===== src/rtl/gfcbs_regs.vh =====
`ifndef GFCBS_REGS_VH
`define GFCBS_REGS_VH
// fault response selections
`define GFCBS_RESP_IGNORE 2'h0
`define GFCBS_RESP_IMMED 2'h1
`define GFCBS_RESP_DELAY 2'h2
// restart selections
`define GFCBS_RST_NONE 2'h0
`define GFCBS_RST_LIMIT 2'h1
`define GFCBS_RST_CONT 2'h2
`define GFCBS_MAX_RETRY 4'he
// fault sequencer states
`define GFCBS_S_RUN 3'h0
`define GFCBS_S_GLITCH 3'h1
`define GFCBS_S_DELAY 3'h2
`define GFCBS_S_OFF 3'h3
`define GFCBS_S_WAIT 3'h4
`define GFCBS_S_LATCH 3'h5
// cold boot states
`define GFCBS_C_IDLE 2'h0
`define GFCBS_C_COLD 2'h1
`define GFCBS_C_DRAIN 2'h2
`define GFCBS_C_START 2'h3
`define GFCBS_C_NORM 2'h3
`define GFCBS_ZERO16 16'h0000
`define GFCBS_ONE16 16'h0001
`endif


===== src/rtl/gfcbs_rail_enable.v =====
`include "gfcbs_regs.vh"
// one rail-enable pin: polarity and drive mode
module gfcbs_rail_enable (
	input wire clk,
	input wire sys_rst,
	input wire railOn,
	input wire activeLow,
	input wire openDrain,
	output reg pinOut_ff,
	output reg pinOe_ff
);
	wire level = railOn ^ activeLow;
	// released in reset so external resistors hold the supply off
	always @(posedge clk or posedge sys_rst) begin
		if (sys_rst) begin
			pinOut_ff <= 1'b0;
			pinOe_ff <= 1'b0; // see RQ22
		end else begin
			pinOut_ff <= level;
			pinOe_ff <= openDrain ? ~level : 1'b1; // see RQ21
		end
	end
endmodule // gfcbs_rail_enable


===== src/rtl/gfcbs_sequencer.v =====
`include "gfcbs_regs.vh"
// Function
// RQ1: with fault enable set, input de-assert starts response; no retry offered. The code applies the restart modes to this fault.
// RQ2: glitch filter waits glitch time, responds only if fault persists.
// RQ3: responses are ignore, immediate shutdown, or shutdown after turn-off delay.
// RQ4: resequencing shuts affected and slave rails, waits, then resequences them.
// RQ5: no-restart keeps the output disabled until the fault clears.
// RQ6: limited restart retries up to programmed count capped at 14, spaced.
// RQ7: retries exhausted: output disabled until fault is cleared.
// RQ8: continuous restart retries until commanded off, bias loss, other fault.
// RQ9: debug input suppresses alert, fault response and logging of listed events.
// RQ10: debug sequences rails on timeout expiry only; zero timeout is immediate.
// RQ11: debug keeps fault bus released; affected logic outputs return to normal.
// RQ12: debug: de-asserted input neither logs nor responds, function still works.
// RQ13: fault-bus pin monitors the bus as an input when no fault exists.
// RQ14: local rail fault drives fault-bus pin low to inform peers.
// RQ15: after local fault clears, fault-bus pin returns to input.
// RQ16: cold boot entered at most once per reset; no watchdog reset then.
// RQ17: after reset sample thermal input; de-asserted enters cold boot and logs.
// RQ18: later thermal input changes create no log entries.
// RQ19: thermal-dependent rails stay off in cold boot, then power up.
// RQ20: on thermal assert or timeout, force cold rails off, wait, delay, ramp.
// RQ21: rail enables support polarity and open-drain or push-pull, up to 10.
// RQ22: in reset, general pins released; fast-PWM shared pins driven low.
// RQ23: fault-bus pin released when not pulling low, pull-up holds bus high.
module gfcbs_sequencer #(
	parameter NRAIL = 10,
	parameter NFAST = 8,
	parameter CW = 16
) (
	input wire clk,
	input wire sys_rst,
	input wire faultEnable,
	input wire generalInput,
	input wire glitchEnable,
	input wire [CW-1:0] glitchTime,
	input wire [1:0] response,
	input wire [CW-1:0] turnOffDelay,
	input wire reseqEnable,
	input wire [CW-1:0] reseqDelay,
	input wire [1:0] restartMode,
	input wire [3:0] restartCount,
	input wire [CW-1:0] restartInterval,
	input wire controlOff,
	input wire biasLost,
	input wire otherFault,
	input wire [NRAIL-1:0] faultRails,
	input wire [NRAIL-1:0] seqDepMet,
	input wire [NRAIL-1:0] seqOnReq,
	input wire [NRAIL-1:0] seqUpExpired,
	input wire [NRAIL-1:0] seqDownExpired,
	input wire [CW-1:0] seqTimeout,
	input wire debugInput,
	input wire railEventRaw,
	input wire alertRaw,
	input wire logEnable,
	input wire localRailFault,
	input wire faultBusIn,
	input wire watchdogRaw,
	input wire thermalInput,
	input wire [CW-1:0] coldTimeout,
	input wire [CW-1:0] normalStartDelay,
	input wire [NRAIL-1:0] coldRails,
	input wire [NRAIL-1:0] thermalDepRails,
	input wire [NRAIL-1:0] railBelowOff,
	input wire [NRAIL-1:0] enActiveLow,
	input wire [NRAIL-1:0] enOpenDrain,
	output reg faultBusOut_ff,
	output reg faultBusOe_ff,
	output reg faultBusSeen_ff,
	output reg alertOut_ff,
	output reg watchdogOut_ff,
	output reg logInputFault_ff,
	output reg logRailEvent_ff,
	output reg coldBootActive_ff,
	output reg retriesExhausted_ff,
	output reg [NFAST-1:0] fastPwmPin_ff,
	output wire [NRAIL-1:0] railEnPin,
	output wire [NRAIL-1:0] railEnOe
);
	reg [2:0] state_ff, nxt_state;
	reg [CW-1:0] cnt_ff, nxt_cnt;
	reg [3:0] tries_ff, nxt_tries;
	reg faultOff_ff, nxt_faultOff;
	reg [1:0] cbState_ff, nxt_cbState;
	reg [CW-1:0] cbCnt_ff, nxt_cbCnt;
	reg cbDone_ff;
	reg [NRAIL-1:0] railOn_ff, nxt_railOn;
	reg [NRAIL-1:0] dbgOn_ff, nxt_dbgOn;
	reg inPrev_ff;
	reg entryLog;
	wire inFault = faultEnable & ~generalInput & ~debugInput; // see RQ12
	wire stopRetry = controlOff | biasLost | otherFault; // see RQ8
	wire [3:0] limit = (restartCount > `GFCBS_MAX_RETRY) ? `GFCBS_MAX_RETRY : restartCount;
	wire cntDone = (cnt_ff == `GFCBS_ZERO16);
	// fault response sequencer
	always @* begin
		nxt_state = state_ff;
		nxt_cnt = cntDone ? cnt_ff : cnt_ff - `GFCBS_ONE16;
		nxt_tries = tries_ff;
		nxt_faultOff = faultOff_ff;
		case (state_ff)
		`GFCBS_S_RUN: begin
			if (inFault) begin // see RQ1
				if (glitchEnable) begin
					nxt_state = `GFCBS_S_GLITCH;
					nxt_cnt = glitchTime; // see RQ2
				end else if (response == `GFCBS_RESP_IMMED) begin
					nxt_state = `GFCBS_S_OFF; // see RQ3
				end else if (response == `GFCBS_RESP_DELAY) begin
					nxt_state = `GFCBS_S_DELAY;
					nxt_cnt = turnOffDelay; // see RQ3
				end
			end
		end
		`GFCBS_S_GLITCH: begin
			if (!inFault) begin
				nxt_state = `GFCBS_S_RUN; // see RQ2
			end else if (cntDone) begin
				if (response == `GFCBS_RESP_IMMED) begin
					nxt_state = `GFCBS_S_OFF;
				end else if (response == `GFCBS_RESP_DELAY) begin
					nxt_state = `GFCBS_S_DELAY;
					nxt_cnt = turnOffDelay;
				end else begin
					nxt_state = `GFCBS_S_LATCH; // ignore: hold here until input clears
				end
			end
		end
		`GFCBS_S_DELAY: begin
			if (cntDone) begin
				nxt_state = `GFCBS_S_OFF; // see RQ3
			end
		end
		`GFCBS_S_OFF: begin
			nxt_faultOff = 1'b1;
			if (reseqEnable) begin
				nxt_state = `GFCBS_S_WAIT;
				nxt_cnt = reseqDelay; // see RQ4
			end else if (restartMode == `GFCBS_RST_NONE) begin
				nxt_state = `GFCBS_S_LATCH; // see RQ5
			end else if (stopRetry) begin
				nxt_state = `GFCBS_S_LATCH; // see RQ8
			end else if (restartMode == `GFCBS_RST_LIMIT && tries_ff >= limit) begin
				nxt_state = `GFCBS_S_LATCH; // see RQ7
			end else begin
				nxt_state = `GFCBS_S_WAIT;
				nxt_cnt = restartInterval; // see RQ6
				nxt_tries = tries_ff + 4'h1;
			end
		end
		`GFCBS_S_WAIT: begin
			if (stopRetry && restartMode == `GFCBS_RST_CONT) begin
				nxt_state = `GFCBS_S_LATCH; // see RQ8
			end else if (cntDone) begin
				nxt_faultOff = 1'b0; // resequence the shut rails
				nxt_state = `GFCBS_S_RUN; // see RQ4
			end
		end
		default: begin
			// latched off; ignore path also lands here
			if (!inFault) begin
				nxt_state = `GFCBS_S_RUN; // see RQ5
				nxt_faultOff = 1'b0;
				nxt_tries = 4'h0;
			end
		end
		endcase
	end
	always @(posedge clk or posedge sys_rst) begin
		if (sys_rst) begin
			state_ff <= `GFCBS_S_RUN;
			cnt_ff <= `GFCBS_ZERO16;
			tries_ff <= 4'h0;
			faultOff_ff <= 1'b0;
			retriesExhausted_ff <= 1'b0;
		end else begin
			state_ff <= nxt_state;
			cnt_ff <= nxt_cnt;
			tries_ff <= nxt_tries;
			faultOff_ff <= nxt_faultOff;
			retriesExhausted_ff <= (nxt_state == `GFCBS_S_LATCH) & nxt_faultOff; // see RQ7
		end
	end
	// cold boot: sampled once on the first cycle out of reset
	wire thermalGo = thermalInput | (cbCnt_ff == `GFCBS_ZERO16);
	always @* begin
		nxt_cbState = cbState_ff;
		nxt_cbCnt = (cbCnt_ff == `GFCBS_ZERO16) ? cbCnt_ff : cbCnt_ff - `GFCBS_ONE16;
		entryLog = 1'b0;
		case (cbState_ff)
		`GFCBS_C_IDLE: begin
			if (!cbDone_ff) begin
				if (!thermalInput) begin
					nxt_cbState = `GFCBS_C_COLD; // see RQ17
					nxt_cbCnt = coldTimeout;
					entryLog = logEnable;
				end else begin
					nxt_cbState = `GFCBS_C_NORM;
					nxt_cbCnt = `GFCBS_ZERO16;
				end
			end
		end
		`GFCBS_C_COLD: begin
			if (thermalGo) begin
				nxt_cbState = `GFCBS_C_DRAIN; // see RQ20
			end
		end
		`GFCBS_C_DRAIN: begin
			if ((railBelowOff & coldRails) == coldRails) begin
				nxt_cbState = `GFCBS_C_START; // see RQ20
				nxt_cbCnt = normalStartDelay;
			end
		end
		default: begin
			nxt_cbCnt = (cbCnt_ff == `GFCBS_ZERO16) ? cbCnt_ff : cbCnt_ff - `GFCBS_ONE16;
		end
		endcase
	end
	wire cbRamped = (cbState_ff == `GFCBS_C_NORM) && (cbCnt_ff == `GFCBS_ZERO16);
	wire effSeq = ~debugInput;
	// rail targets
	integer i;
	always @* begin
		for (i = 0; i < NRAIL; i = i + 1) begin
			nxt_dbgOn[i] = dbgOn_ff[i];
			// debug: dependencies ignored, follow timeout expiry only
			if (seqOnReq[i] & (seqUpExpired[i] | (seqTimeout == `GFCBS_ZERO16))) begin
				nxt_dbgOn[i] = 1'b1; // see RQ10
			end else if (~seqOnReq[i] & (seqDownExpired[i] | (seqTimeout == `GFCBS_ZERO16))) begin
				nxt_dbgOn[i] = 1'b0; // see RQ10
			end
			if (!effSeq) begin
				nxt_railOn[i] = dbgOn_ff[i];
			end else begin
				nxt_railOn[i] = seqOnReq[i] & seqDepMet[i];
			end
			if (faultOff_ff & faultRails[i] & effSeq) begin
				nxt_railOn[i] = 1'b0; // see RQ4
			end
			if (cbState_ff == `GFCBS_C_COLD && thermalDepRails[i]) begin
				nxt_railOn[i] = 1'b0; // see RQ19
			end
			// dependent rails wait for the ramp as well, not only the cold ones
			if (cbState_ff == `GFCBS_C_DRAIN && (coldRails[i] | thermalDepRails[i])) begin
				nxt_railOn[i] = 1'b0; // see RQ20
			end
			if (cbState_ff == `GFCBS_C_IDLE || (cbState_ff == `GFCBS_C_NORM && !cbRamped)) begin
				nxt_railOn[i] = 1'b0; // see RQ20
			end
		end
	end
	always @(posedge clk or posedge sys_rst) begin
		if (sys_rst) begin
			cbState_ff <= `GFCBS_C_IDLE;
			cbCnt_ff <= `GFCBS_ZERO16;
			cbDone_ff <= 1'b0;
			coldBootActive_ff <= 1'b0;
			logInputFault_ff <= 1'b0;
			railOn_ff <= {NRAIL{1'b0}};
			dbgOn_ff <= {NRAIL{1'b0}};
			inPrev_ff <= 1'b1;
		end else begin
			cbState_ff <= nxt_cbState;
			cbCnt_ff <= nxt_cbCnt;
			cbDone_ff <= 1'b1; // see RQ16
			coldBootActive_ff <= (nxt_cbState == `GFCBS_C_COLD);
			inPrev_ff <= generalInput;
			// only the entry sample logs; later thermal edges never do
			logInputFault_ff <= entryLog | (inFault & inPrev_ff & logEnable); // see RQ18
			railOn_ff <= nxt_railOn;
			dbgOn_ff <= nxt_dbgOn;
		end
	end
	// alert, logging, watchdog and fault bus
	always @(posedge clk or posedge sys_rst) begin
		if (sys_rst) begin
			alertOut_ff <= 1'b0;
			logRailEvent_ff <= 1'b0;
			watchdogOut_ff <= 1'b0;
			faultBusOut_ff <= 1'b0;
			faultBusOe_ff <= 1'b0;
			faultBusSeen_ff <= 1'b0;
			fastPwmPin_ff <= {NFAST{1'b0}}; // see RQ22
		end else begin
			alertOut_ff <= alertRaw & ~debugInput; // see RQ9
			logRailEvent_ff <= railEventRaw & logEnable & ~debugInput; // see RQ9
			// next state, so the first cold cycle is quiet as well
			watchdogOut_ff <= watchdogRaw & ~debugInput & (nxt_cbState != `GFCBS_C_COLD); // see RQ16
			faultBusOut_ff <= 1'b0; // open drain: only ever drives low, see RQ23
			faultBusOe_ff <= faultEnable & localRailFault & ~debugInput; // see RQ14 RQ11 RQ15
			faultBusSeen_ff <= faultEnable & ~faultBusIn; // see RQ13
			fastPwmPin_ff <= {NFAST{1'b0}};
		end
	end
	genvar g;
	generate
		for (g = 0; g < NRAIL; g = g + 1) begin : gRail
			gfcbs_rail_enable uEn (
				.clk(clk),
				.sys_rst(sys_rst),
				.railOn(railOn_ff[g]),
				.activeLow(enActiveLow[g]),
				.openDrain(enOpenDrain[g]),
				.pinOut_ff(railEnPin[g]),
				.pinOe_ff(railEnOe[g])
			); // see RQ21
		end
	endgenerate
endmodule // gfcbs_sequencer


===== config.mk =====
export PLATFORM = sky130hd
export DESIGN_NAME = gfcbs_sequencer
export DESIGN_NICKNAME = d
export VERILOG_FILES = /design/src/rtl/gfcbs_rail_enable.v /design/src/rtl/gfcbs_sequencer.v
export VERILOG_INCLUDE_DIRS = /design/src /design/src/rtl
export SDC_FILE = /design/constraint.sdc
export NUM_CORES = 1
export LEC_CHECK = 0
export BUFFER_PORTS_ARGS = -buffer_cell sky130_fd_sc_hd__clkbuf_2
export CAP_MARGIN = 25
export CORE_ASPECT_RATIO = 1.25
export CORE_MARGIN = 5
export CORE_UTILIZATION = 49
export DETAILED_ROUTE_END_ITERATION = 6
export PLACE_DENSITY_LB_ADDON = 0.08
export SYNTH_ARGS = -nofsm -noshare
export SYNTH_HDL_FRONTEND = slang
export SYNTH_SLANG_ARGS = --single-unit
export TNS_END_PERCENT = 30

===== constraint.sdc =====
create_clock -name clk -period 3.1 [get_ports clk]
set_clock_uncertainty 0.05 [all_clocks]
set_input_delay 0.31 -clock clk [delete_from_list [all_inputs] [get_ports clk]]
set_output_delay 0.31 -clock clk [all_outputs]
set_load 0.03 [all_outputs]

==> metrics list <==
* Number of max-cap violations: 0
* Count of synthesis-stage warnings from yosys: 0
* Total detailed-routing wirelength: 23400 um
* CP arrival: 2.99 ns
- Number of buffers inserted by port buffering: 264
- Summed over all nets, the half-perimeter wirelength after detailed placement is 18600 um.
- In the routed layout, each cell is associated on average with a via count of 5.79.
* Critical path class: flip-flop to flip-flop
* Count of different cell masters after synthesis: 70
- In this run, CTS created clock tree buffers numbering 9.
* Static Leak: 3.78 nW
- Power per cell area: 629 nW/um^2
- Pre-CTS setup slack: 0.301 ns
- In this design, the stage delay of the slowest critical-path cell is 0.70 ns.
- The flow ran to the end, and the final reports show no timing, DRC or antenna violations.
- The total count of max-transition violations in the final report is 0.
- Final period utilization: 91.3%
- A synthesized cell averages 8.02 sq um.
- Global route total overflow: 0
- Worst Path Max Fanout: 8
- For this run, the total global-route usage over all layers was measured as 30.0%.
- Final-stage net count: 1279
- Measured against its own limit, the worst slew margin works out to 51.8%.
- The die covers 15400 sq um.
- Most instantiated flip-flop cell in the synthesis netlist: sky130_fd_sc_hd__dfrtp_1
- In the synthesized netlist the async set-or-reset flop fraction comes to 100%.
- TritonCTS built the clock tree.
* Cell chosen for the clock root: sky130_fd_sc_hd__clkbuf_16
* Die W: 112 um
- The synthesized design contains 0 enable-type register cells.
- After the first detailed-routing iteration, the DRC count stood at 480.
- Min Clock Period, post-route: 2.83 ns
- Setup repair after global routing missed its margin: false
- The first global-routing pass estimated 36200 um of wire.
- Summed instance area of the synthesized netlist: 6360 sq um
- The repair_antennas step left the layout with diodes totalling 0.
- Weighted congestion reported at the end of routability-driven placement: 1.01
- Maximum number of pins on one net before global-route repair: 57
- Largest voltage drop on the vdd net: 0.000320 V
* Io pins: 274
- After detailed routing, the number of remaining DRC violations is 0.
- Post-detailed-route count of antenna-violating nets: 0
- Among all stages on the critical path, the largest delay is contributed by sky130_fd_sc_hd__or4_1.
* Total clock sinks: 92
- Class of the most critical hold timing path: primary input to flip-flop
- Critical Path RT: 3.26 ns
- CTS H-Tree Depth: 3
- Final hold violations: 0
- At the pin with the least slew margin, the transition time is 0.714 ns.
* Cell count after synthesis: 793
- Worst hold margin: 0.0407 ns
- Footprint of the multi-input gates: 3610 sq um
- The pre-antenna-repair detailed-routing pass consisted of 5 iterations.
* Fmax: 353 MHz
- Fill cell instance count of the final layout: 1217
- Area used by sequential logic in the layout: 2300 sq um
- The library cells used most frequently in the layout, excluding fill and tap cells, are 264 x sky130_fd_sc_hd__clkbuf_2, 91 x sky130_fd_sc_hd__dfrtp_1, 84 x sky130_fd_sc_hd__o21ai_0, 78 x sky130_fd_sc_hd__nand2_1, 69 x sky130_fd_sc_hd__a21oi_1.
- Row generation in the floorplan step produced 46 rows.
* Initial antenna violation count: 0
* Leading cell type in the layout, fill and taps excluded: sky130_fd_sc_hd__clkbuf_2
* Buffering stage count on the worst path with inverters included: 0
- Crit. End Element: flip-flop
* Area growth from synthesis to layout: 27.1%
- Longest Clk Path Bufs: 2
* Total Negative Setup Slacks: 0 ns
- Post-route setup slack: 0.269 ns
- Share of synthesized area occupied by flip-flops and latches: 36.2%
- Die Y: 137 um
- Clock Latency Late Sink: 0.33 ns
- Clock transition at the registers of the reported paths: 0.06 ns
- Count of final setup violators: 0
- Largest delay share family, worst path: simple AND/OR/NAND/NOR gates
- STA classifies the critical path startpoint as a flip-flop.
- Number of global-route vias before repair: 7046
- After floorplanning, the core was sized to cover 12700 sq um.
* Register bit total from synthesis: 92
- Of the cells placed in the final design, the portion with a size suffix greater than 1 is 32.2%.
- The critical path goes through or4_1, or3_1, nor4_1, mux2_2, o311ai_0, nand3_1.
- Summing over every cut layer, the via total after detailed routing is 6972.
* Fraction of the core area covered by cells at the end of the flow: 63.6%
- Routed len/inst: 19.4 um
- Initial core utilization: 50.0%
==> path summary, 6_finish.rpt <==
kind	startpoint	endpoint	slack [ns]	cells after the start
worst max-delay path	cnt_ff[2]	cnt_ff[15]	0.27	6
worst max register to register	cnt_ff[2]	cnt_ff[15]	0.27	6
worst min register to register	railOn_ff[4]	gRail[4].uEn.pinOut_ff	0.40	1
max in group asynchronous	sys_rst	inPrev_ff	1.80	4
worst min-delay path	generalInput	inPrev_ff	0.04	1
min in group asynchronous	sys_rst	cbCnt_ff[11]	0.51	3
==> registers in the layout (all words and copies together) (netlist names) <==
register             flops
alertOut_ff              1
cbCnt_ff                16
cbDone_ff                1
cbState_ff               2
cnt_ff                  16
coldBootActive_ff        1
dbgOn_ff                10
faultBusOe_ff            1
faultBusSeen_ff          1
faultOff_ff              1
gRail.uEn.pinOe_ff      10
gRail.uEn.pinOut_ff     10
inPrev_ff                1
logInputFault_ff         1
logRailEvent_ff          1
railOn_ff               10
retriesExhausted_ff      1
state_ff                 3
tries_ff                 4
watchdogOut_ff           1
==> cells in the mapped netlist, types with 11 or more instances <==
| master | number | share of area, % |
|---|---|---|
| sky130_fd_sc_hd__a21oi_1 | 69 | 5.4 |
| sky130_fd_sc_hd__nand3_1 | 13 | 1.0 |
| sky130_fd_sc_hd__xor2_1 | 13 | 1.8 |
| sky130_fd_sc_hd__nor3_1 | 27 | 2.1 |
| sky130_fd_sc_hd__a22oi_1 | 14 | 1.7 |
| sky130_fd_sc_hd__inv_1 | 26 | 1.5 |
| sky130_fd_sc_hd__or2_2 | 12 | 1.2 |
| sky130_fd_sc_hd__o21ai_0 | 84 | 6.6 |
| sky130_fd_sc_hd__dfrtp_1 | 91 | 36 |
| sky130_fd_sc_hd__clkbuf_1 | 36 | 2.1 |
| sky130_fd_sc_hd__xnor2_1 | 11 | 1.5 |
| sky130_fd_sc_hd__a211oi_1 | 18 | 2.1 |
| sky130_fd_sc_hd__nor2_1 | 56 | 3.3 |
| sky130_fd_sc_hd__buf_4 | 29 | 3.4 |
| sky130_fd_sc_hd__nor4_1 | 17 | 1.7 |
| sky130_fd_sc_hd__nand2_1 | 78 | 4.6 |
| sky130_fd_sc_hd__nand2b_1 | 22 | 2.2 |
==> timing repair <==
action	CTS	global route
hold endpoints to repair	36	0
hold buffers	1	0
buffers inserted	0	0
gates resized for setup	0	0
==> power breakdown <==
| group | leakage [nW] | switching, W | total (W) | internal (W) |
|---|---|---|---|---|
| logic | 2.51 | 0.00133 | 0.00222 | 0.000897 |
| registers | 1.13 | 0.000311 | 0.00178 | 0.00147 |
| clock network | 0.134 | 0.000468 | 0.00109 | 0.000621 |
| total | 3.78 | 0.00210 | 0.00509 | 0.00298 |
==> final cells by class <==
type,instances,area share (%)
Multi-Input combinational cell,609,44.7
Sequential cell,92,28.5
Timing Repair Buffer,295,19.4
Clock buffer,9,2.79
Tap cell,168,2.60
Inverter,26,1.24
Clock inverter,5,0.774
==> layer usage <==
metal / global-route usage (%) / routed length [um] / vias up
met1: 35.0 / 8840 / 3213
met4: 12.0 / 878 / 0
met3: 4.96 / 1550 / 64
met5: 0 / 0 / -
li1: - / - / 3349
met2: 54.8 / 12100 / 346
==> through the flow <==
step | total power, W | area [sq um] | cells
floorplan | 0.00326 | 6390 | 801
global placement | 0.00395 | 7790 | 1189
detailed placement | 0.00395 | 7790 | 1189
CTS | 0.00506 | 8080 | 1204
global route | 0.00543 | 8080 | 1204
finish | 0.00509 | 8080 | 1204
==> logic make-up after synthesis <==
group	share of synthesized area, %
other	0.118
multiplexers	0.826
adder cells (fa/ha/maj)	1.77
AO/OA/AOI/OAI	27.4
AND/OR/NAND/NOR	22.6
XOR/XNOR	3.30
buffers and inverters	7.73
flip-flops	36.2
Note: power is estimated with default switching activity, not from simulation.
